**config.mk**
```make
export PLATFORM = sky130hd
export DESIGN_NAME = tcs_top
export DESIGN_NICKNAME = d
export VERILOG_FILES = /design/src/rtl/tcs_stage.v /design/src/rtl/tcs_sync.v /design/src/rtl/tcs_top.v
export VERILOG_INCLUDE_DIRS = /design/src /design/src/rtl
export SDC_FILE = /design/constraint.sdc
export NUM_CORES = 1
export LEC_CHECK = 0
export ABC_AREA = 1
export ABC_CLOCK_PERIOD_IN_PS = 3950
export BUFFER_PORTS_ARGS = -buffer_cell sky130_fd_sc_hd__buf_2
export CAP_MARGIN = 0
export CELL_PAD_IN_SITES_DETAIL_PLACEMENT = 1
export CELL_PAD_IN_SITES_GLOBAL_PLACEMENT = 1
export CORE_MARGIN = 2
export CORE_UTILIZATION = 30
export DETAILED_ROUTE_END_ITERATION = 8
export PLACE_DENSITY = 0.64
export SYNTH_ARGS = -nofsm -noshare
export SYNTH_HDL_FRONTEND = slang
export SYNTH_HIERARCHICAL = 1
export SYNTH_SLANG_ARGS = --single-unit
```
**constraint.sdc**
```tcl
create_clock -name i_mclk -period 3.95 [get_ports i_mclk]
set_input_delay 0.1975 -clock i_mclk [delete_from_list [all_inputs] [get_ports i_mclk]]
set_output_delay 0.1975 -clock i_mclk [all_outputs]
set_load 0.02 [all_outputs]
```
**src/rtl/tcs_defines.vh**
```
//==============================================================================
`ifndef TCS_DEFINES_VH
`define TCS_DEFINES_VH

//==============================================================================
// Register offsets.
`define TCS_ADDR_TOCFG      4'h8
`define TCS_ADDR_RELOAD_LO  4'h9
`define TCS_ADDR_RELOAD_MID 4'hA
`define TCS_ADDR_RELOAD_HI  4'hB
`define TCS_ADDR_HWSTAT     4'hF

//==============================================================================
// Hardware status bit positions and reset values.
`define TCS_HS_SHUTDOWN_FLAG  7
`define TCS_HS_PROT  5
`define TCS_HS_SUP   4
`define TCS_HS_PRES  2
`define TCS_HS_HEAT  0
`define TCS_CFG_RESET    8'h00
`define TCS_RELOAD_RESET 8'h00

//==============================================================================
// Configuration codes.
`define TCS_CFG_STOP   8'h00
`define TCS_CFG_KEEP1  8'h05
`define TCS_CFG_C16    8'h61
`define TCS_CFG_C8_C16 8'h65
`define TCS_CFG_C24    8'h68

//==============================================================================
// Timing counts.
`define TCS_ATR_MIN_CLOCKS  10'd200
`define TCS_ATR_NMAX        384
`define TCS_POR_BASE_CYCLES 1024
`define TCS_CLR_DELAY       2

`endif

```
**src/rtl/tcs_stage.v**
```verilog
//==============================================================================
// One 8-bit down-counting stage of the time-out chain.
module tcs_stage #(
	parameter WIDTH = 8
) (
	input  wire             i_mclk,
	input  wire             i_resetn,
	input  wire             i_load,
	input  wire [WIDTH-1:0] i_load_val,
	input  wire             i_dec,
	output reg  [WIDTH-1:0] o_val,
	output wire             o_zero,
	output wire             o_one
);
	// Load wins over decrement so a reload at terminal count is exact.
	always @(posedge i_mclk or negedge i_resetn) begin
		if (!i_resetn) begin
			o_val <= {WIDTH{1'b0}};
		end else if (i_load) begin
			o_val <= i_load_val;
		end else if (i_dec) begin
			o_val <= o_val - {{(WIDTH-1){1'b0}}, 1'b1};
		end
	end

	assign o_zero = (o_val == {WIDTH{1'b0}});
	assign o_one  = (o_val == {{(WIDTH-1){1'b0}}, 1'b1});
endmodule // tcs_stage

```
**src/rtl/tcs_sync.v**
```verilog
//==============================================================================
// Two-stage synchroniser for pin inputs; the first stage feeds only the second.
module tcs_sync #(
	parameter         WIDTH   = 1,
	parameter [WIDTH-1:0] RST_VAL = {WIDTH{1'b0}}
) (
	input  wire             i_mclk,
	input  wire             i_resetn,
	input  wire [WIDTH-1:0] i_async,
	output reg  [WIDTH-1:0] o_sync
);
	reg [WIDTH-1:0] meta_r;

	// Both stages reset to the idle level of the pins.
	always @(posedge i_mclk or negedge i_resetn) begin
		if (!i_resetn) begin
			meta_r <= RST_VAL;
			o_sync <= RST_VAL;
		end else begin
			meta_r <= i_async;
			o_sync <= meta_r;
		end
	end
endmodule // tcs_sync

```
**src/rtl/tcs_top.v**
```verilog
// Strobed register access was decided locally.
`include "tcs_defines.vh"

//==============================================================================
// Time-out counter and hardware status latch of the card reader.
module tcs_top #(
	parameter POR_BASE_CYCLES = `TCS_POR_BASE_CYCLES,
	parameter ATR_MAX_CLOCKS  = `TCS_ATR_NMAX
) (
	input  wire       i_mclk,
	input  wire       i_resetn,
	input  wire [3:0] i_addr,
	input  wire [7:0] i_wdata,
	input  wire       i_wr,
	input  wire       i_rd,
	output wire [7:0] o_rdata,
	input  wire       i_vcc_prot,
	input  wire       i_rst_prot,
	input  wire       i_card_present_status,
	input  wire       i_overheat,
	input  wire       i_shutdown_n_in,
	input  wire       i_supply_fail,
	input  wire [1:0] i_por_delay_setting,
	input  wire       i_card_io,
	input  wire       i_count_tick,
	input  wire       i_session_start,
	input  wire       i_card_clk_tick,
	output wire       o_irq_n_out,
	output wire       o_first_timeout_flag,
	output wire       o_third_timeout_flag,
	output wire       o_atr_min_reached,
	output wire       o_atr_max_reached,
	output wire       o_por_active
);

	//==========================================================================
	// Pin synchronisers.
	wire [8:0] pins_s;
	wire       vcc_prot_s;
	wire       rst_prot_s;
	wire       present_s;
	wire       heat_s;
	wire       shutdown_n_in_s;
	wire       supply_fail_s;
	wire [1:0] delay_s;
	wire       io_s;

	// Idle levels: shut-down released and I/O line high, so reset does not fake an event.
	tcs_sync #(
		.WIDTH   (9),
		.RST_VAL (9'h110)
	) u_sync (
		.i_mclk   (i_mclk),
		.i_resetn (i_resetn),
		.i_async  ({i_card_io, i_por_delay_setting, i_supply_fail, i_shutdown_n_in,
		            i_overheat, i_card_present_status, i_rst_prot, i_vcc_prot}),
		.o_sync   (pins_s)
	);

	assign vcc_prot_s    = pins_s[0];
	assign rst_prot_s    = pins_s[1];
	assign present_s     = pins_s[2];
	assign heat_s        = pins_s[3];
	assign shutdown_n_in_s      = pins_s[4];
	assign supply_fail_s = pins_s[5];
	assign delay_s       = pins_s[7:6];
	assign io_s          = pins_s[8];

	//==========================================================================
	// Edge detection on synchronised pins.
	reg shutdown_n_in_prev_r;
	reg supply_fail_prev_r;
	reg present_prev_r;
	reg present_seen_r;
	reg io_prev_r;

	// Presence history is seeded one cycle after reset, before the synchroniser passes the pin, so a card already inserted at reset counts as a change.
	always @(posedge i_mclk or negedge i_resetn) begin
		if (!i_resetn) begin
			shutdown_n_in_prev_r      <= 1'b1;
			supply_fail_prev_r <= 1'b0;
			present_prev_r     <= 1'b0;
			present_seen_r     <= 1'b0;
			io_prev_r          <= 1'b1;
		end else begin
			shutdown_n_in_prev_r      <= shutdown_n_in_s;
			supply_fail_prev_r <= supply_fail_s;
			present_prev_r     <= present_s;
			present_seen_r     <= 1'b1;
			io_prev_r          <= io_s;
		end
	end

	wire shutdown_flag_leave  = shutdown_n_in_s & ~shutdown_n_in_prev_r;
	wire supply_drop = supply_fail_s & ~supply_fail_prev_r;
	wire por_restart = shutdown_flag_leave | supply_drop;
	wire start_bit   = io_prev_r & ~io_s;

	//==========================================================================
	// Internal power-on reset pulse; its length scales with the delay strap.
	reg        por_active_r;
	reg [19:0] por_cnt_r;
	reg [1:0]  delay_r;
	wire [19:0] por_len = POR_BASE_CYCLES[19:0] << delay_r;

	// The strap is taken once the synchroniser has settled, early in each pulse.
	always @(posedge i_mclk or negedge i_resetn) begin
		if (!i_resetn) begin
			por_active_r <= 1'b1;
			por_cnt_r    <= 20'h00000;
			delay_r      <= 2'h0;
		end else begin
			if (por_active_r && por_cnt_r == 20'h00003) begin
				delay_r <= delay_s;
			end
			if (por_restart) begin
				por_active_r <= 1'b1;
				por_cnt_r    <= 20'h00000;
			end else if (por_active_r) begin
				if (por_cnt_r == por_len - 20'h00001) begin
					por_active_r <= 1'b0;
				end else begin
					por_cnt_r <= por_cnt_r + 20'h00001;
				end
			end
		end
	end

	//==========================================================================
	// Status read pipeline: flags clear two cycles after the read strobe.
	reg       prot_r;
	reg       sup_r;
	reg       pres_r;
	reg       heat_r;
	reg       shutdown_flag_r;
	reg       rd1_r;
	reg       clr_fire_r;
	reg [7:0] snap_r;
	reg [7:0] clr_mask_r;

	wire       rd_hwstat = i_rd & (i_addr == `TCS_ADDR_HWSTAT);
	wire [7:0] hwstat;
	assign hwstat = {shutdown_flag_r, 1'b0, prot_r, sup_r, 1'b0, pres_r, 1'b0, heat_r};

	// The supervisor bit is only eligible for clearing if read outside the pulse.
	always @(posedge i_mclk or negedge i_resetn) begin
		if (!i_resetn) begin
			rd1_r      <= 1'b0;
			clr_fire_r <= 1'b0;
			snap_r     <= 8'h00;
			clr_mask_r <= 8'h00;
		end else begin
			rd1_r      <= rd_hwstat;
			snap_r     <= hwstat & {3'h7, ~por_active_r, 4'hF};
			clr_fire_r <= rd1_r;
			clr_mask_r <= rd1_r ? snap_r : 8'h00;
		end
	end

	wire [7:0] clr = clr_fire_r ? clr_mask_r : 8'h00;

	//==========================================================================
	// Sticky status flags; a new event in the clearing cycle wins.
	wire prot_set = vcc_prot_s | rst_prot_s;
	wire pres_set = present_seen_r & (present_s ^ present_prev_r);

	always @(posedge i_mclk or negedge i_resetn) begin
		if (!i_resetn) begin
			prot_r <= 1'b0;
			sup_r  <= 1'b1;
			pres_r <= 1'b0;
			heat_r <= 1'b0;
			shutdown_flag_r <= 1'b0;
		end else begin
			prot_r <= prot_set | (prot_r & ~clr[`TCS_HS_PROT]);
			sup_r  <= por_restart | (sup_r & ~clr[`TCS_HS_SUP]);
			pres_r <= pres_set | (pres_r & ~clr[`TCS_HS_PRES]);
			heat_r <= heat_s | (heat_r & ~clr[`TCS_HS_HEAT]);
			shutdown_flag_r <= ~shutdown_n_in_s | (shutdown_flag_r & ~clr[`TCS_HS_SHUTDOWN_FLAG]);
		end
	end

	//==========================================================================
	// Interrupt line: the supervisor flag only pulls it low during the pulse.
	reg irq_n_r;

	always @(posedge i_mclk or negedge i_resetn) begin
		if (!i_resetn) begin
			irq_n_r <= 1'b0;
		end else begin
			irq_n_r <= ~(prot_r | pres_r | heat_r | shutdown_flag_r | (sup_r & por_active_r));
		end
	end

	//==========================================================================
	// Configuration and reload registers.
	reg [7:0] cfg_r;
	reg [7:0] reload_lo_r;
	reg [7:0] reload_mid_r;
	reg [7:0] reload_hi_r;

	wire wr_cfg = i_wr & (i_addr == `TCS_ADDR_TOCFG);

	// Reloads are write-only; changing them mid-count is the firmware's fault.
	always @(posedge i_mclk or negedge i_resetn) begin
		if (!i_resetn) begin
			cfg_r        <= `TCS_CFG_RESET;
			reload_lo_r  <= `TCS_RELOAD_RESET;
			reload_mid_r <= `TCS_RELOAD_RESET;
			reload_hi_r  <= `TCS_RELOAD_RESET;
		end else if (i_wr) begin
			case (i_addr)
				`TCS_ADDR_TOCFG: begin
					cfg_r <= i_wdata;
				end
				`TCS_ADDR_RELOAD_LO: begin
					reload_lo_r <= i_wdata;
				end
				`TCS_ADDR_RELOAD_MID: begin
					reload_mid_r <= i_wdata;
				end
				`TCS_ADDR_RELOAD_HI: begin
					reload_hi_r <= i_wdata;
				end
				default: begin
				end
			endcase
		end
	end

	//==========================================================================
	// Counter stages: low, middle and high bytes of the time-out chain.
	wire [7:0] lo_val;
	wire [7:0] mid_val;
	wire [7:0] hi_val;
	wire       lo_zero;
	wire       lo_one;
	wire       mid_zero;
	wire       mid_one;
	wire       hi_zero;
	wire       hi_one;

	reg run1_r;
	reg arm1_r;
	reg run16_r;
	reg run24_r;

	wire code_c16  = (i_wdata == `TCS_CFG_C16);
	wire code_c816 = (i_wdata == `TCS_CFG_C8_C16);
	wire code_c24  = (i_wdata == `TCS_CFG_C24);

	wire tc1  = run1_r & i_count_tick & lo_one;
	wire tc16 = run16_r & i_count_tick & mid_one & hi_zero;
	wire tc24 = run24_r & i_count_tick & lo_one & mid_zero & hi_zero;

	wire lo_load  = (wr_cfg & (code_c816 | code_c24)) | tc1;
	wire lo_dec   = i_count_tick & (run1_r | run24_r);
	wire mid_load = wr_cfg & (code_c16 | code_c816 | code_c24);
	wire mid_dec  = i_count_tick & (run16_r | (run24_r & lo_zero));
	wire hi_dec   = i_count_tick & ((run16_r & mid_zero) | (run24_r & lo_zero & mid_zero));

	tcs_stage #(.WIDTH(8)) u_stage_lo (
		.i_mclk     (i_mclk),
		.i_resetn   (i_resetn),
		.i_load     (lo_load),
		.i_load_val (reload_lo_r),
		.i_dec      (lo_dec),
		.o_val      (lo_val),
		.o_zero     (lo_zero),
		.o_one      (lo_one)
	);

	tcs_stage #(.WIDTH(8)) u_stage_mid (
		.i_mclk     (i_mclk),
		.i_resetn   (i_resetn),
		.i_load     (mid_load),
		.i_load_val (reload_mid_r),
		.i_dec      (mid_dec),
		.o_val      (mid_val),
		.o_zero     (mid_zero),
		.o_one      (mid_one)
	);

	tcs_stage #(.WIDTH(8)) u_stage_hi (
		.i_mclk     (i_mclk),
		.i_resetn   (i_resetn),
		.i_load     (mid_load),
		.i_load_val (reload_hi_r),
		.i_dec      (hi_dec),
		.o_val      (hi_val),
		.o_zero     (hi_zero),
		.o_one      (hi_one)
	);

	//==========================================================================
	// Mode control. Reload values are taken from the register written before the
	// configuration write, so firmware must load the reloads first.
	always @(posedge i_mclk or negedge i_resetn) begin
		if (!i_resetn) begin
			run1_r  <= 1'b0;
			arm1_r  <= 1'b0;
			run16_r <= 1'b0;
			run24_r <= 1'b0;
		end else if (wr_cfg) begin
			case (i_wdata)
				`TCS_CFG_KEEP1: begin
					run16_r <= 1'b0; // Counter 1 keeps its state.
					run24_r <= 1'b0;
				end
				`TCS_CFG_C16: begin
					run1_r  <= 1'b0;
					arm1_r  <= 1'b0;
					run16_r <= 1'b1;
					run24_r <= 1'b0;
				end
				`TCS_CFG_C8_C16: begin
					run1_r  <= 1'b0;
					arm1_r  <= 1'b1;
					run16_r <= 1'b1;
					run24_r <= 1'b0;
				end
				`TCS_CFG_C24: begin
					run1_r  <= 1'b0;
					arm1_r  <= 1'b0;
					run16_r <= 1'b0;
					run24_r <= 1'b1;
				end
				default: begin
					run1_r  <= 1'b0;
					arm1_r  <= 1'b0;
					run16_r <= 1'b0;
					run24_r <= 1'b0;
				end
			endcase
		end else begin
			if (arm1_r && start_bit) begin
				run1_r <= 1'b1;
				arm1_r <= 1'b0;
			end
			if (tc16) begin
				run16_r <= 1'b0;
			end
			if (tc24) begin
				run24_r <= 1'b0;
			end
		end
	end

	//==========================================================================
	// Time-out event pulses towards the UART status register.
	reg first_to_r;
	reg third_to_r;

	always @(posedge i_mclk or negedge i_resetn) begin
		if (!i_resetn) begin
			first_to_r <= 1'b0;
			third_to_r <= 1'b0;
		end else begin
			first_to_r <= tc1;
			third_to_r <= tc16 | tc24;
		end
	end

	//==========================================================================
	// Answer-to-reset window counter, restarted by each session start.
	reg [9:0] atr_cnt_r;
	reg       session_prev_r;
	reg       atr_min_r;
	reg       atr_max_r;

	// Counting saturates at the maximum so a slow card cannot wrap the window.
	always @(posedge i_mclk or negedge i_resetn) begin
		if (!i_resetn) begin
			atr_cnt_r      <= 10'h000;
			session_prev_r <= 1'b0;
			atr_min_r      <= 1'b0;
			atr_max_r      <= 1'b0;
		end else begin
			session_prev_r <= i_session_start;
			if (!i_session_start || !session_prev_r) begin
				atr_cnt_r <= 10'h000;
				atr_min_r <= 1'b0;
				atr_max_r <= 1'b0;
			end else if (i_card_clk_tick && !atr_max_r) begin
				atr_cnt_r <= atr_cnt_r + 10'h001;
				if (atr_cnt_r + 10'h001 == `TCS_ATR_MIN_CLOCKS) begin
					atr_min_r <= 1'b1;
				end
				if (atr_cnt_r + 10'h001 == ATR_MAX_CLOCKS[9:0]) begin
					atr_max_r <= 1'b1;
				end
			end
		end
	end

	//==========================================================================
	// Read data stand for exactly one cycle after the strobe.
	reg [7:0] rdata_r;

	always @(posedge i_mclk or negedge i_resetn) begin
		if (!i_resetn) begin
			rdata_r <= 8'h00;
		end else if (i_rd) begin
			case (i_addr)
				`TCS_ADDR_TOCFG: begin
					rdata_r <= cfg_r;
				end
				`TCS_ADDR_HWSTAT: begin
					rdata_r <= hwstat;
				end
				default: begin
					rdata_r <= 8'h00;
				end
			endcase
		end else begin
			rdata_r <= 8'h00;
		end
	end

	//==========================================================================
	// Outputs.
	assign o_rdata              = rdata_r;
	assign o_irq_n_out          = irq_n_r;
	assign o_first_timeout_flag = first_to_r;
	assign o_third_timeout_flag = third_to_r;
	assign o_atr_min_reached    = atr_min_r;
	assign o_atr_max_reached    = atr_max_r;
	assign o_por_active         = por_active_r;

endmodule // tcs_top
```
== Yosys cells after proc, flatten, opt, wreduce, memory -nomap -nowiden ==
Index checks and enable logic that the tools add are counted.

* Register bits after elaboration: 153
* Input bits: 28
* Output and inout bits: 14
* Word-level logic and storage cells: 188

* $add $sub $neg: 6
* Equality and inequality tests: 17
* Shift-type cells: 1
* Multiplexer cells: 36
* Bitwise operators: 61
* Reduce and logical (&&, ||, !) cells: 29

{| class="wikitable"
|+ Operators by type and width
! operator !! number
|-
| two-way mux 8 bit || 9
|-
| two-way mux 20 bit || 3
|-
| bitwise AND 1 bit || 29
|-
| == test 8 x 7 -> 1 bit (second input constant) || 3
|-
| logical NOT 8 bit || 3
|-
| subtractor 8 x 1 -> 8 bit (second input constant) || 3
|-
| adder 20 x 1 -> 20 bit (second input constant) || 1
|-
| == test 20 x 2 -> 1 bit (second input constant) || 1
|-
| == test 20 bit || 1
|-
| == test 4 bit (second input constant) || 5
|-
| two-way mux 1 bit || 20
|-
| two-way mux 10 bit || 2
|-
| nonzero test 2 bit || 10
|-
| << shifter 11 x 2 -> 20 bit (first input constant) || 1
|-
| subtractor 20 x 1 -> 20 bit (second input constant) || 1
|-
| OR 1 bit || 19
|-
| == test 8 x 1 -> 1 bit (second input constant) || 2
|-
| one-hot mux 8 bit (2 select lines) || 1
|-
| AND reduction 2 bit || 8
|-
| inverter 1 bit || 11
|-
| adder 10 x 1 -> 10 bit (second input constant) || 1
|-
| == test 10 x 8 -> 1 bit (second input constant) || 1
|-
| == test 10 x 9 -> 1 bit (second input constant) || 1
|-
| bitwise AND 8 bit || 1
|-
| other kinds (8) || 13
|}

== Longest topological paths before layout ==
* Word-level depth: 7
* Gate-level depth with buffers: 13
* Depth with buffers taken out: 11

== Cells and area by module ==
Netlist, hierarchy kept.

{| class="wikitable"
|+ By module, submodules not included
! module !! times used !! cells each !! area each (sq um)
|-
| tcs_top || 1 || 573 || 4780.8
|-
| tcs_stage || 3 || 75 || 578.1
|-
| tcs_sync || 1 || 18 || 455.4
|}

== Least setup slack after synthesis ==
Ideal clock, no wire load.

* Kind: flip-flop to flip-flop
* From: register u_stage_lo.o_val[0]
* To: register u_stage_hi.o_val[1]
* Setup time: 87 ps
* Arrival time: 1695 ps
* Path slack: 2168 ps
* Stages on the path, launching flop included: 11
* Buffers on the path: 0
* Clock period less this slack: 1782 ps
* Cells stage by stage: dfrtp_1 inv_1 ha_1 nand2_1 nor2_1 nand3_1 a21boi_0 inv_1 nor2_8 inv_2 o211ai_1

* Longest elaborated chain between the ends: 6

{| class="wikitable"
|+ RTL lines
! what !! RTL line !! RTL
|-
| start, declared || tcs_stage.v:11 || <nowiki>output reg [WIDTH-1:0] o_val,</nowiki>
|-
| start signal, assigned || tcs_stage.v:18 || <nowiki>o_val <= {WIDTH{1'b0}};</nowiki>
|-
| start signal, assigned || tcs_stage.v:20 || <nowiki>o_val <= i_load_val;</nowiki>
|-
| start signal, assigned || tcs_stage.v:22 || <nowiki>o_val <= o_val - {{(WIDTH-1){1'b0}}, 1'b1};</nowiki>
|-
| logical NOT 8 bit || tcs_stage.v:26 || <nowiki>assign o_zero = (o_val == {WIDTH{1'b0}});</nowiki>
|-
| net lo_zero || tcs_top.v:236 || <nowiki>wire lo_zero;</nowiki>
|-
| bitwise AND 1 bit (2 in a row) || tcs_top.v:260 || <nowiki>wire hi_dec = i_count_tick & ((run16_r & mid_zero) | (run24_r & lo_zero & mid_zero));</nowiki>
|-
| OR 1 bit || tcs_top.v:260 ||
|-
| bitwise AND 1 bit || tcs_top.v:260 ||
|-
| net hi_dec || tcs_top.v:260 ||
|-
| nonzero test 2 bit (no line) || -- ||
|-
| end signal, assigned || tcs_stage.v:18 ||
|-
| end signal, assigned || tcs_stage.v:20 ||
|-
| end signal, assigned || tcs_stage.v:22 ||
|-
| end, declared || tcs_stage.v:11 ||
|}

The timed path passes the listed nets, and every way through them passes these cells.
A chain may end at the register's enable or synchronous reset.

== Worst setup path in the final report ==
* From: register por_cnt_r[0]
* To: register por_cnt_r[15]

* Longest elaborated chain between the ends: 4
* Elaborated cells on any way between the ends: 7
* Those cells by class: 1 x add/sub; 2 x eq/ne; 3 x mux; 1 x reduce/logical

{| class="wikitable"
|+ RTL lines
! what !! RTL line !! RTL
|-
| start, declared || tcs_top.v:102 || <nowiki>reg [19:0] por_cnt_r;</nowiki>
|-
| start signal, assigned || tcs_top.v:123 || <nowiki>por_cnt_r <= por_cnt_r + 20'h00001;</nowiki>
|-
| adder 20 x 1 -> 20 bit || tcs_top.v:123 ||
|-
| two-way mux 20 bit || tcs_top.v:120 || <nowiki>if (por_cnt_r == por_len - 20'h00001) begin</nowiki>
|-
| two-way mux 20 bit || tcs_top.v:119 || <nowiki>end else if (por_active_r) begin</nowiki>
|-
| two-way mux 20 bit || tcs_top.v:116 || <nowiki>if (por_restart) begin</nowiki>
|}

Parallel ways exist; a longest one is shown, timed or not. The select of a mux whose other input is x is not followed.

==> out/metrics.yaml <==
status: "finished, final reports clean"
path_class: "reg -> reg"
drt-wirelength-per-cell_microns: 15.15
ant_nets: 0
fin_total_pwr_mw: 4.122
drive_gt1_frac: 0.1398
maxSlewViolCount: 0
diodes: 0
ctsResizeCount: 0
final_common_cell: "nand2_1"
power.density_nw_per_um2: 505.3
synth_nets: 851
cts_tree: "yes"
place.gp.congestion: 0.7862
num_vias: 5528
setup_tns_ps: 0
critPathLaunchType: "flop"
syn_area_per_cell_sq_um: 8.549
cts-htree-levels: 4
hp-class: "in -> reg"
antenna_found_initial: 0
track_usage: 0.1566
clk_pin_slew_ps: 60
first_pass_iters: 4
grt_overflow: 0
fp.dieArea_sq_um: 24400
required_ps: 4250
synthToLayoutAreaGrowth_pct: 17.37
p_clk_frac: 0.370
post-route-util: 0.3592
synth_area_sq_um: 6950
intPower_mw: 2.806
wirelength_microns: 17760
rsz0062_at_grt: "false"
dp.cells: 1129
arrival_ps: 2610
p_switching_mw: 1.315
p_sw_frac: 0.3191
core_area_sq_um: 22710
regArea_sq_um: 3689
yosys_warnings: 6
die-height_microns: 156.2
max-cap-violations: 0
clockBufferDepth: 2
post-route-period-util: 0.5853
ios: 42
wl_met3_microns: 360
hold_viol: 0
place.port_buffers: 41
period_needed_ps: 2312
skew_ps: 11.46
die_w_microns: 156.2
met1_length_microns: 9043
max_freq_mhz: 432.6
drt_iter0_markers: 302
clock-sinks: 147
grt_pass1_vias: 5816
clk_latency_ps: 420
seq_power_share: 0.451
via_per_inst: 4.717
drc: 0
nets: 912
pre_cts_slack_ps: 1391
grt_max_degree: 79
tightest_slew_ps: 1044
instances_no_fill: 1172
cts_root_buf: "clkbuf_16"
end_kind: "flop"
top_layer_used: "met4"
setup_violations: 0
ir_drop_v: 0.0002777
p_comb_frac: 0.179
crit_fanout: 18
start_util: 0.3061
numCtsBuffers: 17
multiInputGateArea_sq_um: 2814
row_count: 55
fillers: 2720
worst_slack_ps: 1638
grt_pass1_wl_microns: 29880
mostFrequentLayoutCells: "nand2_1, dfrtp_1, nor2_1, inv_1, nand3_1"
post-dp-hpwl_microns: 12860
max_slew_margin: 0.3017
synth_cells: 813
wl_met2_microns: 8167
p_leak_nw: 3.874
==> registers in the layout, indices dropped and copies added, names as in the netlist, 2 cells and up <==
register / flops
snap_r: 5
u_sync/o_sync: 9
delay_r: 2
o_rdata: 8
cfg_r: 8
reload_lo_r: 8
reload_hi_r: 8
atr_cnt_r: 10
u_stage_hi/o_val: 8
por_cnt_r: 20
u_stage_lo/o_val: 8
u_sync/meta_r: 9
u_stage_mid/o_val: 8
reload_mid_r: 8
clr_mask_r: 5
==> per-stage QoR <==
stage / hold WS [ps] / area (sq um)
2_1_floorplan: -98.09 / 6950
3_3_place_gp: 291.6 / 7485
3_5_place_dp: 292.8 / 7485
4_1_cts: 38.99 / 8158
5_1_grt: 50.20 / 8158
6_report: 40.17 / 8158
==> cell type report <==
cell class	instances	share of cell area
Inverter	99	0.04555
Clock inverter	14	0.01518
Multi-Input combinational cell	553	0.3449
Clock buffer	18	0.05383
Timing Repair Buffer	56	0.04463
Tap cell	285	0.04371
Sequential cell	147	0.4521
==> timing repair <==
item | in CTS | in global routing
hold buffers | 11 | 0
buffers inserted | 0 | 0
endpoints found under the hold margin | 82 | 0
==> critical path: stages (launching register included) <==
cell     delay [ps]
dfrtp_1         430
ha_1            280
inv_2           100
nor2_4          150
nand2_2         110
inv_2            60
nand3_2          80
o21ai_4         480
inv_1           280
nand3_1         150
nand2_1          70
==> final timing paths <==
| path | slack [ps] | depth (start not counted) | endpoint | startpoint |
|---|---|---|---|---|
| setup / recovery | 1640 | 10 | por_cnt_r[15] | por_cnt_r[0] |
| hold / removal | 40 | 3 | cfg_r[6] | i_wdata[6] |
| setup reg to reg | 1640 | 10 | por_cnt_r[15] | por_cnt_r[0] |
| hold reg to reg | 340 | 0 | u_sync/o_sync[6] | u_sync/meta_r[6] |
| max in group asynchronous | 2650 | 3 | io_prev_r | i_resetn |
| min in group asynchronous | 360 | 2 | por_cnt_r[11] | i_resetn |
==> layer usage <==
layer,vias up,global-route usage
li1,2749,-
met3,11,0.02631
met2,47,0.2472
met5,-,0
met1,2721,0.2212
met4,0,0.04762
==> power groups by stage <==
stage	clock, mW	sequential, mW	combinational, mW
global placement	0	1.88	0.720
CTS	1.58	1.86	0.752
detailed placement	0	1.89	0.739
finish	1.53	1.86	0.737
floorplan	0	1.83	0.538
global route	1.63	1.89	0.862
(Power assumes the default switching activity.)
